File: src/pkg/mft_pkg.sv
// Contract
// - free running wraps through all ones or zero with no end of count or reload
// - free running is chosen by bicapture, or by continuous mode with capture on first
// - second register mirrors live counter when its capture select and bivalue are off
// - a clear sets the counter to zero counting up, all ones counting down
// - the direct clear bit clears the counter at once, whatever the autoclear setting
// - clear on capture or on compare zero match clears counter and reloads prescaler
// - with bivalue set, first capture select 0 is biload and 1 is bicapture
// - biload reloads alternately from first and second; bivalue low resets to first
// - a first-register trigger in biload reloads from first; one shot uses first only
// - bicapture stores captures alternately, starting with the first register
// - with cascade set the prescaler is fed from the neighbour prescaler output; the code lets a pin A or pin B external clock take precedence
// - prescaler value zero passes every input tick, so cascaded division spans 1 to 2^16
// - autodiscrimination makes single up or down steps; software direction is ignored
// - each pin has a two-bit edge selection: none, rising, falling or both
// - a four-bit function code selects one of sixteen pin pairings
// - a pin A trigger loads when first capture select is clear, else captures
// - a pin B trigger captures into the second register; ignored under bivalue
// - with pin A as gate the internal clock counts only while pin A is low
// - with both pins unused the clock is internal and direction is the software bit
// - pin B as external clock feeds the prescaler, gated by pin A when so set
// - software trigger flags act exactly like the matching pin triggers
// - continuous mode reloads at end of count from first, or alternately from first and second in biload
package mft_pkg;
   localparam int MFT_AW = 6;
   localparam logic [MFT_AW-1:0] OFF_MODE = 6'h00;
   localparam logic [MFT_AW-1:0] OFF_CTRL = 6'h04;
   localparam logic [MFT_AW-1:0] OFF_ICR = 6'h08;
   localparam logic [MFT_AW-1:0] OFF_FLAG = 6'h0C;
   localparam logic [MFT_AW-1:0] OFF_PRESC = 6'h10;
   localparam logic [MFT_AW-1:0] OFF_REG0 = 6'h14;
   localparam logic [MFT_AW-1:0] OFF_REG1 = 6'h18;
   localparam logic [MFT_AW-1:0] OFF_CMP0 = 6'h1C;
   localparam logic [MFT_AW-1:0] OFF_CNT = 6'h20;
   localparam logic [MFT_AW-1:0] OFF_STAT = 6'h24;
   // timer_mode_reg fields
   localparam int MODE_ONESHOT = 0;
   localparam int MODE_RM0 = 1;
   localparam int MODE_RM1 = 2;
   localparam int MODE_BM = 3;
   localparam int MODE_ECK = 4;
   // timer_control_reg fields
   localparam int CTRL_CEN = 0;
   localparam int CTRL_UDC = 1;
   localparam int CTRL_CLEAR_ON_CAPTURE = 2;
   localparam int CTRL_CLEAR_ON_COMPARE = 3;
   localparam int CTRL_CCL = 4;
   // input_control_reg fields
   localparam int ICR_FN_LSB = 0;
   localparam int ICR_AE_LSB = 4;
   localparam int ICR_BE_LSB = 6;
   // timer_flag_reg fields
   localparam int FLAG_CP0 = 0;
   localparam int FLAG_CP1 = 1;
   localparam logic [7:0] MODE_RST = 8'h00;
   localparam logic [7:0] CTRL_RST = 8'h01;
   localparam logic [7:0] ICR_RST = 8'h00;
   localparam logic [7:0] PRESC_RST = 8'h00;
   localparam logic [1:0] PRE_DIV_LAST = 2'h2;
   localparam logic [1:0] RESP_OKAY = 2'h0;
   localparam logic [1:0] RESP_SLVERR = 2'h2;
   typedef enum logic [1:0] {
      EDGE_NONE = 2'b00,
      EDGE_RISE = 2'b01,
      EDGE_FALL = 2'b10,
      EDGE_BOTH = 2'b11
   } mft_edge_t;
   typedef enum logic [3:0] {
      FN_IO_IO = 4'b0000,
      FN_IO_TRIG = 4'b0001,
      FN_GATE_IO = 4'b0010,
      FN_GATE_TRIG = 4'b0011,
      FN_IO_EXT = 4'b0100,
      FN_TRIG_IO = 4'b0101,
      FN_GATE_EXT = 4'b0110,
      FN_TRIG_TRIG = 4'b0111,
      FN_CLK_UPDN = 4'b1000,
      FN_UD_EXT = 4'b1001,
      FN_TRUP_TRDN = 4'b1010,
      FN_UD_IO = 4'b1011,
      FN_AUTOD = 4'b1100,
      FN_TRIG_EXT = 4'b1101,
      FN_EXT_TRIG = 4'b1110,
      FN_TRIG_GATE = 4'b1111
   } mft_fn_t;
endpackage : mft_pkg

File: src/pkg/mft_pin_if.sv
`timescale 1ns/1ps
interface mft_pin_if;
   logic lvl;
   logic rise;
   logic fall;
   logic evt;
   modport drv (output lvl, output rise, output fall, output evt);
   modport mon (input lvl, input rise, input fall, input evt);
endinterface : mft_pin_if

File: src/design/mft_pin_cond.sv
`timescale 1ns/1ps
module mft_pin_cond (
   // clock and reset
   input wire logic clk,
   input wire logic rst_n,
   // pin and its edge choice
   input wire logic pin_raw,
   input wire logic [1:0] edge_sel,
   // conditioned view
   mft_pin_if.drv pin
);
   import mft_pkg::*;
   logic s1_r;
   logic s2_r;
   logic s3_r;
   always_ff @(posedge clk or negedge rst_n) begin
      if (!rst_n) begin
         s1_r <= 1'b0;
         s2_r <= 1'b0;
         s3_r <= 1'b0;
      end else begin
         s1_r <= pin_raw;
         s2_r <= s1_r;
         s3_r <= s2_r;
      end
   end
   assign pin.lvl = s2_r;
   assign pin.rise = s2_r & ~s3_r;
   assign pin.fall = ~s2_r & s3_r;
   assign pin.evt = (pin.rise & edge_sel[0]) | (pin.fall & edge_sel[1]);

   chk_sync_rise_delay: assert property (@(posedge clk) disable iff (!rst_n)
      pin.rise |-> $past(pin_raw, 2) && !$past(pin_raw, 3))
      else $error("rise seen without a two-stage delayed edge");
   chk_edge_none_quiet: assert property (@(posedge clk) disable iff (!rst_n)
      (edge_sel == EDGE_NONE) |-> !pin.evt)
      else $error("edge event while no edge selected");
endmodule : mft_pin_cond

File: src/design/mft_timer.sv
// The AXI4-Lite register port and the register offsets were chosen for this implementation.
`timescale 1ns/1ps
module mft_timer #(
   parameter int CW = 16,
   parameter int PW = 8
) (
   // clock and reset
   input wire logic clk,
   input wire logic rst_n,
   // axi4-lite write
   input wire logic [mft_pkg::MFT_AW-1:0] s_axi_awaddr,
   input wire logic s_axi_awvalid,
   output logic s_axi_awready,
   input wire logic [31:0] s_axi_wdata,
   input wire logic [3:0] s_axi_wstrb,
   input wire logic s_axi_wvalid,
   output logic s_axi_wready,
   output logic [1:0] s_axi_bresp,
   output logic s_axi_bvalid,
   input wire logic s_axi_bready,
   // axi4-lite read
   input wire logic [mft_pkg::MFT_AW-1:0] s_axi_araddr,
   input wire logic s_axi_arvalid,
   output logic s_axi_arready,
   output logic [31:0] s_axi_rdata,
   output logic [1:0] s_axi_rresp,
   output logic s_axi_rvalid,
   input wire logic s_axi_rready,
   // timer pins and cascade
   input wire logic input_pin_a,
   input wire logic input_pin_b,
   input wire logic casc_tick_in,
   output logic presc_tick_out,
   output logic eoc_out
);
   import mft_pkg::*;

   // bus slave state
   logic aw_free_r;
   logic w_free_r;
   logic ar_free_r;
   logic bvalid_r;
   logic rvalid_r;
   logic [1:0] bresp_r;
   logic [1:0] rresp_r;
   logic [31:0] rdata_r;
   logic [MFT_AW-1:0] awaddr_r;
   logic [31:0] wdata_r;
   logic [3:0] wstrb_r;
   // registers
   logic [7:0] timer_mode_reg_r;
   logic [7:0] timer_control_reg_r;
   logic [7:0] input_control_reg_r;
   logic [PW-1:0] presc_val_r;
   logic [CW-1:0] first_value_register_r;
   logic [CW-1:0] second_value_register_r;
   logic [CW-1:0] compare_zero_register_r;
   // core state
   logic [CW-1:0] cnt_r;
   logic [CW-1:0] cnt_nxt;
   logic [PW-1:0] pcnt_r;
   logic [1:0] div_r;
   logic dir_up_r;
   logic bisel_r;
   logic bisel_nxt;
   logic run_r;
   logic run_nxt;
   logic [CW-1:0] r0_nxt;
   logic [CW-1:0] r1_nxt;
   logic pre_clr;
   logic eoc_nxt;
   logic presc_tick_r;
   logic eoc_r;

   mft_pin_if pa();
   mft_pin_if pb();

   mft_pin_cond u_pin_a (
      .clk(clk),
      .rst_n(rst_n),
      .pin_raw(input_pin_a),
      .edge_sel(input_control_reg_r[ICR_AE_LSB +: 2]),
      .pin(pa)
   );
   mft_pin_cond u_pin_b (
      .clk(clk),
      .rst_n(rst_n),
      .pin_raw(input_pin_b),
      .edge_sel(input_control_reg_r[ICR_BE_LSB +: 2]),
      .pin(pb)
   );

   function automatic logic [CW-1:0] merge_w(input logic [CW-1:0] old,
                                             input logic [31:0] d, input logic [3:0] s);
      logic [CW-1:0] r;
      r = old;
      for (int i = 0; i < CW / 8; i++) begin
         if (s[i]) begin
            r[i*8 +: 8] = d[i*8 +: 8];
         end
      end
      return r;
   endfunction : merge_w

   // bus decode
   wire wr_en = ~aw_free_r & ~w_free_r & ~bvalid_r;
   wire wr_l0 = wr_en & wstrb_r[0];
   wire sel_mode = wr_l0 && (awaddr_r == OFF_MODE);
   wire sel_ctrl = wr_l0 && (awaddr_r == OFF_CTRL);
   wire sel_icr = wr_l0 && (awaddr_r == OFF_ICR);
   wire sel_flag = wr_l0 && (awaddr_r == OFF_FLAG);
   wire sel_presc = wr_l0 && (awaddr_r == OFF_PRESC);
   wire sel_r0 = wr_en && (awaddr_r == OFF_REG0);
   wire sel_r1 = wr_en && (awaddr_r == OFF_REG1);
   wire sel_cmp = wr_en && (awaddr_r == OFF_CMP0);
   wire wr_hit = (awaddr_r == OFF_MODE) || (awaddr_r == OFF_CTRL) ||
                 (awaddr_r == OFF_ICR) || (awaddr_r == OFF_FLAG) ||
                 (awaddr_r == OFF_PRESC) || (awaddr_r == OFF_REG0) ||
                 (awaddr_r == OFF_REG1) || (awaddr_r == OFF_CMP0);
   wire rd_take = s_axi_arvalid & ar_free_r;
   wire [31:0] zx = 32'h0;
   wire [31:0] rd_val =
      (s_axi_araddr == OFF_MODE) ? {zx[31:8], timer_mode_reg_r} :
      (s_axi_araddr == OFF_CTRL) ? {zx[31:8], timer_control_reg_r} :
      (s_axi_araddr == OFF_ICR) ? {zx[31:8], input_control_reg_r} :
      (s_axi_araddr == OFF_FLAG) ? zx :
      (s_axi_araddr == OFF_PRESC) ? {zx[31:PW], presc_val_r} :
      (s_axi_araddr == OFF_REG0) ? {zx[31:CW], first_value_register_r} :
      (s_axi_araddr == OFF_REG1) ? {zx[31:CW], second_value_register_r} :
      (s_axi_araddr == OFF_CMP0) ? {zx[31:CW], compare_zero_register_r} :
      (s_axi_araddr == OFF_CNT) ? {zx[31:CW], cnt_r} :
      {zx[31:3], bisel_r, run_r, dir_up_r};
   wire rd_hit = (s_axi_araddr <= OFF_STAT) && (s_axi_araddr[1:0] == 2'h0);

   // mode and control fields
   wire oneshot = timer_mode_reg_r[MODE_ONESHOT];
   wire rm0 = timer_mode_reg_r[MODE_RM0];
   wire rm1 = timer_mode_reg_r[MODE_RM1];
   wire bm = timer_mode_reg_r[MODE_BM];
   wire cascade_enable = timer_mode_reg_r[MODE_ECK];
   wire cen = timer_control_reg_r[CTRL_CEN];
   wire software_direction_bit = timer_control_reg_r[CTRL_UDC];
   wire clear_on_capture = timer_control_reg_r[CTRL_CLEAR_ON_CAPTURE];
   wire clear_on_compare = timer_control_reg_r[CTRL_CLEAR_ON_COMPARE];
   wire ccl_wr = sel_ctrl & wdata_r[CTRL_CCL];
   wire biload = bm & ~rm0;
   wire bicap = bm & rm0;
   wire freerun = bicap | (~oneshot & rm0);

   // pin function decode
   mft_fn_t fn;
   assign fn = mft_fn_t'(input_control_reg_r[ICR_FN_LSB +: 4]);
   wire a_gate = (fn == FN_GATE_IO) || (fn == FN_GATE_TRIG) || (fn == FN_GATE_EXT);
   wire b_gate = (fn == FN_TRIG_GATE);
   wire a_trig = (fn == FN_TRIG_IO) || (fn == FN_TRIG_TRIG) ||
                 (fn == FN_TRIG_EXT) || (fn == FN_TRIG_GATE);
   wire b_trig = (fn == FN_IO_TRIG) || (fn == FN_GATE_TRIG) ||
                 (fn == FN_TRIG_TRIG) || (fn == FN_EXT_TRIG);
   wire b_ext = (fn == FN_IO_EXT) || (fn == FN_GATE_EXT) ||
                (fn == FN_UD_EXT) || (fn == FN_TRIG_EXT);
   wire a_ext = (fn == FN_EXT_TRIG);
   wire direct = (fn == FN_CLK_UPDN) || (fn == FN_AUTOD);
   wire a_ud = (fn == FN_UD_EXT) || (fn == FN_UD_IO);

   // prescaler source and gating
   wire div_tick = (div_r == PRE_DIV_LAST);
   wire int_src = cascade_enable ? casc_tick_in : div_tick;
   wire src = b_ext ? pb.evt : (a_ext ? pa.evt : int_src);
   wire gate_open = ~(a_gate & pa.lvl) & ~(b_gate & pb.lvl);
   wire presc_in = src & gate_open & cen & run_r;
   wire ptick = presc_in && (pcnt_r == '0);

   // direct stepping: clock up/down pair and autodiscrimination
   wire dstep_dn = (fn == FN_CLK_UPDN) ? pb.evt : (pb.fall & ~pa.lvl);
   wire dstep_up = (fn == FN_CLK_UPDN) ? (pa.evt & ~pb.evt) : (pb.rise & ~pa.lvl);
   wire dir_trig = pb.evt ? 1'b0 : (pa.evt ? 1'b1 : dir_up_r);
   wire dir_up_nxt = direct ? (dstep_up | (~dstep_dn & dir_up_r)) :
                     a_ud ? pa.lvl :
                     (fn == FN_TRUP_TRDN) ? dir_trig : software_direction_bit;
   wire step = cen & run_r & (direct ? (dstep_up | dstep_dn) : ptick);
   wire at_end = dir_up_nxt ? (cnt_r == '1) : (cnt_r == '0);
   wire cmp_clr = clear_on_compare && (cnt_r == compare_zero_register_r);
   wire [CW-1:0] clr_val = dir_up_nxt ? '0 : '1;

   // triggers, software flags behave like the pins
   wire sw_cp0 = sel_flag & wdata_r[FLAG_CP0];
   wire sw_cp1 = sel_flag & wdata_r[FLAG_CP1];
   wire trig_a = (a_trig & pa.evt) | sw_cp0;
   wire trig_b = ((b_trig & pb.evt) | sw_cp1) & ~bm;

   always_comb begin
      cnt_nxt = cnt_r;
      r0_nxt = sel_r0 ? merge_w(first_value_register_r, wdata_r, wstrb_r) :
               first_value_register_r;
      r1_nxt = sel_r1 ? merge_w(second_value_register_r, wdata_r, wstrb_r) :
               second_value_register_r;
      bisel_nxt = bisel_r;
      run_nxt = run_r;
      pre_clr = 1'b0;
      eoc_nxt = 1'b0;
      if (step) begin
         if (cmp_clr) begin
            cnt_nxt = clr_val;
            pre_clr = 1'b1;
         end else if (at_end & ~freerun) begin
            eoc_nxt = 1'b1;
            if (oneshot) begin
               run_nxt = 1'b0;
            end else begin
               cnt_nxt = (biload & bisel_r) ? second_value_register_r :
                         first_value_register_r;
               bisel_nxt = biload & ~bisel_r;
            end
         end else begin
            cnt_nxt = dir_up_nxt ? cnt_r + 1'b1 : cnt_r - 1'b1;
         end
      end
      // pin B first so that a same-cycle pin A action lands last
      if (trig_b) begin
         r1_nxt = cnt_r;
      end
      if (trig_a) begin
         if (!rm0) begin
            cnt_nxt = first_value_register_r;
            run_nxt = 1'b1;
            bisel_nxt = biload & ~oneshot;
         end else begin
            if (bicap & bisel_r) begin
               r1_nxt = cnt_r;
            end else begin
               r0_nxt = cnt_r;
               if (clear_on_capture) begin
                  cnt_nxt = clr_val;
                  pre_clr = 1'b1;
               end
            end
            bisel_nxt = bicap & ~bisel_r;
         end
      end
      if (!bm) begin
         bisel_nxt = 1'b0;
      end
      if (ccl_wr) begin
         cnt_nxt = clr_val;
         pre_clr = 1'b1;
      end
      if (!rm1 && !bm) begin
         r1_nxt = cnt_nxt;
      end
   end

   // bus slave
   always_ff @(posedge clk or negedge rst_n) begin
      if (!rst_n) begin
         aw_free_r <= 1'b1;
         w_free_r <= 1'b1;
         awaddr_r <= '0;
         wdata_r <= 32'h0;
         wstrb_r <= 4'h0;
         bvalid_r <= 1'b0;
         bresp_r <= RESP_OKAY;
      end else begin
         if (s_axi_awvalid & aw_free_r) begin
            aw_free_r <= 1'b0;
            awaddr_r <= s_axi_awaddr;
         end else if (wr_en) begin
            aw_free_r <= 1'b1;
         end
         if (s_axi_wvalid & w_free_r) begin
            w_free_r <= 1'b0;
            wdata_r <= s_axi_wdata;
            wstrb_r <= s_axi_wstrb;
         end else if (wr_en) begin
            w_free_r <= 1'b1;
         end
         if (wr_en) begin
            bvalid_r <= 1'b1;
            bresp_r <= wr_hit ? RESP_OKAY : RESP_SLVERR;
         end else if (s_axi_bready) begin
            bvalid_r <= 1'b0;
         end
      end
   end

   always_ff @(posedge clk or negedge rst_n) begin
      if (!rst_n) begin
         ar_free_r <= 1'b1;
         rvalid_r <= 1'b0;
         rdata_r <= 32'h0;
         rresp_r <= RESP_OKAY;
      end else if (rd_take) begin
         ar_free_r <= 1'b0;
         rvalid_r <= 1'b1;
         rdata_r <= rd_hit ? rd_val : 32'h0;
         rresp_r <= rd_hit ? RESP_OKAY : RESP_SLVERR;
      end else if (rvalid_r & s_axi_rready) begin
         ar_free_r <= 1'b1;
         rvalid_r <= 1'b0;
      end
   end

   // configuration registers
   always_ff @(posedge clk or negedge rst_n) begin
      if (!rst_n) begin
         timer_mode_reg_r <= MODE_RST;
         timer_control_reg_r <= CTRL_RST;
         input_control_reg_r <= ICR_RST;
         presc_val_r <= PRESC_RST[PW-1:0];
         compare_zero_register_r <= '0;
      end else begin
         if (sel_mode) timer_mode_reg_r <= wdata_r[7:0];
         if (sel_ctrl) timer_control_reg_r <= {4'h0, wdata_r[3:0]};
         if (sel_icr) input_control_reg_r <= wdata_r[7:0];
         if (sel_presc) presc_val_r <= wdata_r[PW-1:0];
         if (sel_cmp) begin
            compare_zero_register_r <= merge_w(compare_zero_register_r, wdata_r, wstrb_r);
         end
      end
   end

   // counter core
   always_ff @(posedge clk or negedge rst_n) begin
      if (!rst_n) begin
         cnt_r <= '0;
         first_value_register_r <= '0;
         second_value_register_r <= '0;
         dir_up_r <= 1'b1;
         bisel_r <= 1'b0;
         run_r <= 1'b1;
         eoc_r <= 1'b0;
      end else begin
         cnt_r <= cnt_nxt;
         first_value_register_r <= r0_nxt;
         second_value_register_r <= r1_nxt;
         dir_up_r <= dir_up_nxt;
         bisel_r <= bisel_nxt;
         run_r <= run_nxt;
         eoc_r <= eoc_nxt;
      end
   end

   // divide by three base tick and prescaler
   always_ff @(posedge clk or negedge rst_n) begin
      if (!rst_n) begin
         div_r <= 2'h0;
         pcnt_r <= '0;
         presc_tick_r <= 1'b0;
      end else begin
         div_r <= div_tick ? 2'h0 : div_r + 2'h1;
         if (pre_clr) begin
            pcnt_r <= presc_val_r;
         end else if (presc_in) begin
            pcnt_r <= ptick ? presc_val_r : pcnt_r - 1'b1;
         end
         presc_tick_r <= ptick;
      end
   end

   assign s_axi_awready = aw_free_r;
   assign s_axi_wready = w_free_r;
   assign s_axi_bvalid = bvalid_r;
   assign s_axi_bresp = bresp_r;
   assign s_axi_arready = ar_free_r;
   assign s_axi_rvalid = rvalid_r;
   assign s_axi_rdata = rdata_r;
   assign s_axi_rresp = rresp_r;
   assign presc_tick_out = presc_tick_r;
   assign eoc_out = eoc_r;

   // checks
   chk_ccl_clear: assert property (@(posedge clk) disable iff (!rst_n)
      ccl_wr |=> cnt_r == ($past(dir_up_nxt) ? '0 : '1))
      else $error("direct clear did not reach the clear value");
   chk_monitor_mirror: assert property (@(posedge clk) disable iff (!rst_n)
      (!rm1 && !bm) |=> second_value_register_r == cnt_r)
      else $error("second register not mirroring counter");
   chk_bisel_idle: assert property (@(posedge clk) disable iff (!rst_n)
      !bm |=> !bisel_r)
      else $error("alternation not reset while bivalue low");
   chk_gate_stop: assert property (@(posedge clk) disable iff (!rst_n)
      (a_gate && pa.lvl && !pre_clr) |-> !presc_in ##1 $stable(pcnt_r))
      else $error("prescaler moved while gate high");
   chk_free_wrap: assert property (@(posedge clk) disable iff (!rst_n)
      (step && freerun && dir_up_nxt && cnt_r == '1 && !cmp_clr && !trig_a && !ccl_wr)
      |=> cnt_r == '0 && !eoc_r)
      else $error("free running did not wrap cleanly");
   chk_biload_alt: assert property (@(posedge clk) disable iff (!rst_n)
      (step && at_end && biload && !oneshot && !freerun && !cmp_clr && !trig_a && !ccl_wr)
      |=> bisel_r != $past(bisel_r) && eoc_r)
      else $error("biload did not alternate at end of count");
   cov_biload_reload: cover property (@(posedge clk) disable iff (!rst_n)
      biload && eoc_nxt && bisel_r);
   cov_bicap_second: cover property (@(posedge clk) disable iff (!rst_n)
      bicap && trig_a && bisel_r);
   cov_autod_step: cover property (@(posedge clk) disable iff (!rst_n)
      (fn == FN_AUTOD) && step && !dir_up_nxt);
endmodule : mft_timer

File: config.mk
export PLATFORM = sky130hd
export DESIGN_NAME = mft_timer
export DESIGN_NICKNAME = d
export VERILOG_FILES = /design/src/pkg/mft_pkg.sv /design/src/pkg/mft_pin_if.sv /design/src/design/mft_pin_cond.sv /design/src/design/mft_timer.sv
export SDC_FILE = /design/constraint.sdc
export NUM_CORES = 1
export LEC_CHECK = 0
export BUFFER_PORTS_ARGS = -buffer_cell sky130_fd_sc_hd__buf_2
export CAP_MARGIN = 30
export CELL_PAD_IN_SITES_DETAIL_PLACEMENT = 2
export CELL_PAD_IN_SITES_GLOBAL_PLACEMENT = 2
export CORE_ASPECT_RATIO = 1.75
export CORE_MARGIN = 3
export CORE_UTILIZATION = 35
export CTS_CLUSTER_DIAMETER = 80
export CTS_CLUSTER_SIZE = 40
export DETAILED_ROUTE_END_ITERATION = 7
export PLACE_DENSITY = 0.74
export SLEW_MARGIN = 10
export SYNTH_ARGS = -nofsm -noshare
export SYNTH_HDL_FRONTEND = slang
export SYNTH_SLANG_ARGS = --single-unit
export TNS_END_PERCENT = 1
File: constraint.sdc
create_clock -name clk -period 8.8 [get_ports clk]
set_input_delay 1.32 -clock clk [delete_from_list [all_inputs] [get_ports clk]]
set_output_delay 1.32 -clock clk [all_outputs]
set_load 0.1 [all_outputs]
==> metrics, run 1 <==
status completed; num ports 101; sequential share of the synthesized area 0.4061; CTS tree yes; H-tree depth reported by CTS 4; synthesized cell area 9878 um2; clock sinks 160; Vias 8,696; Num CTS Buffers 17; final core occ 0.4016; total setup buffers inserted after CTS 0; reg-to-reg setup timing slack 4.00 ns; most frequent cell after synthesis dfrtp_1; gr ovfl total 0; Worst VDD drop 0.0001620 V; Post-synth ARST share 1.000; Die Y 228.2 um; Final #Nets 1,135; share of the synthesized area in the top cell type 0.3901; final setup fails 0; Yosys top cell by area dfrtp_1; Post-DRT Antenna Nets 0; ranking of synthesized cells by area dfrtp_1 39%, mux2_2 9.3%, mux2i_1 6.1%; detailed placement HPWL 28.69 mm; hold path cells 0; M3 GR Usage 0.03219; reg2reg start input_control_reg_r[3]; RePlAce Congestion 0.8742; GR Util All Layers 0.2488; PwrDens 376.6 nW/um2; clk buf depth 2; Synth Instances 1,022; CP Max Fanout 19; area delta synth->final 11.92%; Fmax achieved 208.3 MHz; vias per inst 6.022; crit end category register; DRT iter0 DRCs 379; Reg clk slew, reported paths 0.07 ns; Hold EP u_pin_b.pin.lvl; Rows 80; Post-synth EDFFs 0; antenna violations before repair 1; GR Util met1 0.2354; Slew @ Worst Pin 0.9773 ns; Clk Tree Root Cell clkbuf_16; Max-cap violations 0; Routed WL 37.78 mm; Core Box Area 27,530 um2; Clock Latency Late Sink 0.46 ns; hold_buf cts 0; average cell area after synthesis 9.666 um2; die area 30,350 um2; Ys Warns 0; synth cell count leaders 154 x dfrtp_1, 82 x mux2_2, 82 x nor2_1; CP Launch Type register; CP startpoint input_control_reg_r[3]; Period minus WS final 4.802 ns; library cells used by synthesis 86; share of post-route cells with drive strength above 1 0.2104; Top Usage Layer GRT met2; Reg2Reg Capture Point second_value_register_r[13]; Top FF cell, synth dfrtp_1; Rel. slew slack 0.3485; vias in the first global route 9,713; Final Cycle Share 0.5456; RSZ-0062 raised after global routing no; Filler cells 3,030; port bufs 64; CP arrival 5.13 ns; Setup CP Type register to register; hold path startpoint u_pin_b.s1_r; global-route wire length before repair 57.81 mm; Final Max Slew Viols 0; Worst Path Required 9.13 ns; Lkg Pwr 4.701 nW; setup TNS 0 ns; wire per inst 26.16 um; final hold violations 0; met2 Use GR 0.4860; DRC 0; largest net degree at the start of global routing 67; post-CTS resize count 0; 1st-pass router iterations 7; Clock Skew 0.01603 ns; Worst R2R Path Depth 14; chip width 133.0 um; initial core utilization 0.3589; Hold Path Class register to register; number of synthesized register bits 160
## layer usage
metal	part of all wire	up-vias	wire length (um)
met5	0	-	0
met2	0.57	199	21670
met1	0.34	4531	12740
met3	0.025	111	955
met4	0.064	0	2411
li1	-	3855	-
## where the power goes
part | total (mW) | switching (mW) | internal [mW]
combinational | 1.97 | 1.17 | 0.796
clock | 0.723 | 0.352 | 0.371
sequential | 1.47 | 0.482 | 0.993
total | 4.16 | 2.00 | 2.16
## layout make-up
class	count	area, um2	share of cell area
Sequential cell	160	4011	0.3628
Timing Repair Buffer	84	478.0	0.04323
Clock buffer	18	429.2	0.03882
Clock inverter	14	126.4	0.01143
Tap cell	369	461.7	0.04176
Inverter	23	86.33	0.007809
Antenna cell	1	2.502	0.0002263
Multi-Input combinational cell	775	5460	0.4939
## stage by stage
step / instance area [um2] / power (mW) / setup slack [ns] / cells / hold slack (ns)
final: 11060 / 4.164 / 3.998 / 1444 / 0.3538
after global routing: 11060 / 4.434 / 3.428 / 1444 / 0.3649
after CTS: 11040 / 4.185 / 3.933 / 1441 / 0.3575
after detailed placement: 10490 / 3.443 / 4.011 / 1409 / 0.3419
after global placement: 10470 / 3.363 / 4.120 / 1407 / 0.3343
after floorplan: 9942 / 2.748 / 4.816 / 1039 / 0.3312
## placed cells by master, fill, tap and decap left out, types with 22 or more instances in the layout
| cell type | synthesis | layout |
|---|---|---|
| dfrtp_1 | 154 | 154 |
| nor2_1 | 82 | 82 |
| mux2_2 | 82 | 82 |
| nand2_1 | 75 | 75 |
| buf_2 | 13 | 63 |
| a21oi_1 | 63 | 62 |
| mux2i_1 | 60 | 60 |
| o21ai_0 | 60 | 60 |
| inv_1 | 22 | 22 |
## registers in the layout, indices dropped and copies added (netlist names), 16 cells and up
signal / flops
cnt_r: 16
first_value_register_r: 16
s_axi_rdata: 16
compare_zero_register_r: 16
second_value_register_r: 16
wdata_r: 16
## critical path, stage by stage, from the launching register on
cell	delay (ns)
dfrtp_1	0.58
nor2b_1	0.22
a21oi_1	0.09
o311ai_1	0.50
o21a_1	0.47
inv_2	0.28
ha_1	0.42
a2111oi_0	0.38
o21ai_0	0.25
a32o_1	0.32
o41ai_1	0.40
xor2_1	0.19
mux2i_1	0.09
a221oi_1	0.35
o31ai_1	0.13
## worst max path at each step
stage,end,cells after the start,slack [ns]
final,second_value_register_r[13],14,4.00
after global routing,second_value_register_r[13],14,3.43
after CTS,second_value_register_r[13],14,3.93
after detailed placement,second_value_register_r[13],14,4.01
after global placement,second_value_register_r[13],14,4.12
after floorplan,second_value_register_r[13],16,4.82
## cells by family after synthesis
| logic type | Yosys count | synth area share |
|---|---|---|
| and+or+nand+nor | 295 | 0.1510 |
| AOI/OAI and AO/OA | 275 | 0.1925 |
| DFF | 160 | 0.4061 |
| muxes | 143 | 0.1554 |
| buffers and inverters | 104 | 0.04876 |
| xor gates and xnor gates | 28 | 0.02483 |
| adders and majority gates | 16 | 0.02103 |
| other | 1 | 0.0003796 |
Power figures use the tool's default switching activity.
==> inputs of run 2 (changes only) <==
==> constraint.sdc (replaced) <==
create_clock -name clk -period 4.85 [get_ports clk]
set_input_delay 0.7275 -clock clk [delete_from_list [all_inputs] [get_ports clk]]
set_output_delay 0.7275 -clock clk [all_outputs]
set_load 0.1 [all_outputs]
==> run 2 against run 1 <==
  * Global-route usage grew 0.91 points
  * Cell count rose by 0.28%
  * Worst setup slack worse by 3.6 ns
  * Clock skew shrank 0.0022 ns
  * First-iteration DRC count shrank 4.0%
  * Clock power is 96% higher
  * Highest routed layer unchanged
==> metrics, run 2 (synthesis gave the netlist of run 1 again) <==
Fmax achieved 226.8 MHz (+8.9%); area delta synth->final 13.16%; CP arrival 4.74 ns (-0.39 ns); Worst VDD drop 0.0002948 V (+82%); Setup crit end second_value_register_r[13]; DRC 0 (unchanged); RePlAce Congestion 0.8677 (-0.74%); most common cell after layout, fill and taps aside dfrtp_1; Slowest-stage cell, CP dfrtp_1; detailed placement HPWL 29.28 mm (+2.0%); port bufs 64 (unchanged); final hold violations 0 (unchanged); Crit path largest cell delay 0.50 ns (-0.08 ns); Slew @ Worst Pin 0.8907 ns (-0.08654 ns); Final Max Slew Viols 0 (unchanged); Max-cap violations 0 (unchanged); cell family with most CP delay compound AO/OA/AOI/OAI gates; P_int 4.053 mW (+88%); Final #Nets 1,140 (+0.44%); Vias 8,826 (+1.5%); Post-DRT Antenna Nets 0 (unchanged); area post-placement 10,520 um2 (+0.35%); Clk Tree Root Cell clkbuf_16; GR Util All Layers 0.2579 (+0.009059); Final Cell Area 11,180 um2 (+1.1%); Num CTS Buffers 17 (unchanged); H-tree depth reported by CTS 4 (unchanged); total setup buffers inserted after CTS 0 (unchanged); reg2reg start u_pin_a.pin.lvl; Core Box Area 27,530 um2 (unchanged); 1st-pass router iterations 7 (unchanged); chip width 133.0 um (unchanged); crit end category register; CTS tree yes; clock sinks 160 (unchanged); RSZ-0062 raised after global routing no; Routed WL 39.17 mm (+3.7%); antenna violations before repair 0 (-1); initial core utilization 0.3589 (unchanged); share of post-route cells with drive strength above 1 0.2141 (+0.003659); Worst R2R Path Depth 14 (unchanged); num ports 101 (unchanged); area of the multi-input gates 5460 um2 (unchanged); global-route wire length before repair 59.65 mm (+3.2%); CP Launch Type register; DRT iter0 DRCs 364 (-4.0%); CP Max Fanout 19 (unchanged); status completed; CP Depth 14 (unchanged); CP Buf/Inv Count 1 (unchanged); PwrDens 693.7 nW/um2 (+84%); Die Y 228.2 um (unchanged); CP startpoint u_pin_a.pin.lvl; vias in the first global route 9,775 (+0.64%); Gate power share 0.471 (about the same); Clock Latency Late Sink 0.46 ns (about the same); sw power 3.701 mW (+85%); clk buf depth 2 (unchanged); Filler cells 3,019 (-0.36%); clock group share of total power 0.183 (+0.009); FF+latch area 4011 um2 (unchanged); Worst Path Required 5.18 ns (-3.95 ns); final setup fails 0 (unchanged); crit-path cells and3b_1 -> or2_2 -> a311o_1 -> o21a_1 -> inv_4 -> ha_1 -> a2111oi_0 -> o21ai_0 -> a32o_1 -> o41ai_1 -> xor2_1 -> mux2i_1 -> a221oi_1 -> o31ai_1; largest net degree at the start of global routing 96 (+43%); reg-to-reg setup timing slack 0.44 ns (-3.56 ns); Tot Pwr 7.754 mW (+86%); final core occ 0.4061 (+0.004455); die area 30,350 um2 (unchanged); Rows 80 (unchanged); Period minus WS final 4.410 ns (-0.3915 ns); Setup CP Type register to register; gr ovfl total 0 (unchanged); vias per inst 6.095 (+1.2%); Final Cycle Share 0.9093 (+0.3636); sequential share of power 0.346 (-0.008); Lkg Pwr 4.761 nW (+1.3%); Reg2Reg Capture Point second_value_register_r[13]; switch share 0.4773 (-0.003909); Rel. slew slack 0.4040 (+0.05550); Clock Skew 0.01381 ns (-0.002213 ns); setup TNS 0 ns (unchanged); commonest cells after routing, fill and taps aside 154 x dfrtp_1, 82 x nor2_1, 82 x mux2_2, 75 x nand2_1, 64 x buf_2; Reg clk slew, reported paths 0.07 ns (about the same); Antenna diodes 0 (-1); Hold Path Class primary input to asynchronous set/reset pin; wire per inst 27.05 um (+3.4%)
run 2: what timing repair did:
item	in CTS	in global routing
hold buffers	0	0
resized for setup	0	2
setup endpoints to repair	0	1
endpoints found under the hold margin	0	0
run 2: area by class of cell:
| type | count | area share |
|---|---|---|
| inverter | 23 | 0.007947 |
| clock buffer | 18 | 0.03839 |
| sequential | 160 | 0.3589 |
| timing repair buffer | 89 | 0.04970 |
| tap | 369 | 0.04130 |
| multi-input combinational | 775 | 0.4885 |
| clock inverter | 14 | 0.01533 |
run 2: per-layer routing:
| layer | vias up | share of wire | wire [um] | track usage |
|---|---|---|---|---|
| met5 | - | 0 | 0 | 0 |
| met4 | 0 | 0.067 | 2616 | 0.1599 |
| met3 | 128 | 0.024 | 945 | 0.02778 |
| met2 | 240 | 0.57 | 22360 | 0.5064 |
| met1 | 4591 | 0.34 | 13250 | 0.2496 |
| li1 | 3867 | - | - | - |
run 2: worst min path at each step:
stage	to	slack, ns	cells past startpoint
after floorplan	u_pin_a.pin.lvl	0.33	0
after global placement	u_pin_b.pin.lvl	0.34	0
after detailed placement	u_pin_a.pin.lvl	0.35	0
after CTS	u_pin_a.pin.lvl	0.36	0
after global routing	u_pin_b.pin.lvl	0.09	1
final	u_pin_b.pin.lvl	0.09	1
run 2: per-stage QoR:
step | std cells | hold slack (ns) | setup WS [ns]
after global placement | 1409 | 0.3402 | 0.4170
after floorplan | 1039 | 0.3312 | 0.8664
after detailed placement | 1413 | 0.3472 | 0.3293
after global routing | 1448 | 0.09491 | 0.1078
final | 1448 | 0.09328 | 0.4400
after CTS | 1445 | 0.3634 | 0.2963
run 2: power groups by stage:
stage               logic, mW  registers [mW]  clock network, mW
finish                   3.65            2.68               1.42
global route             4.02            2.73               1.49
CTS                      3.67            2.67               1.44
detailed placement       3.62            2.69                  0
global placement         3.49            2.65                  0
floorplan                2.70            2.29                  0
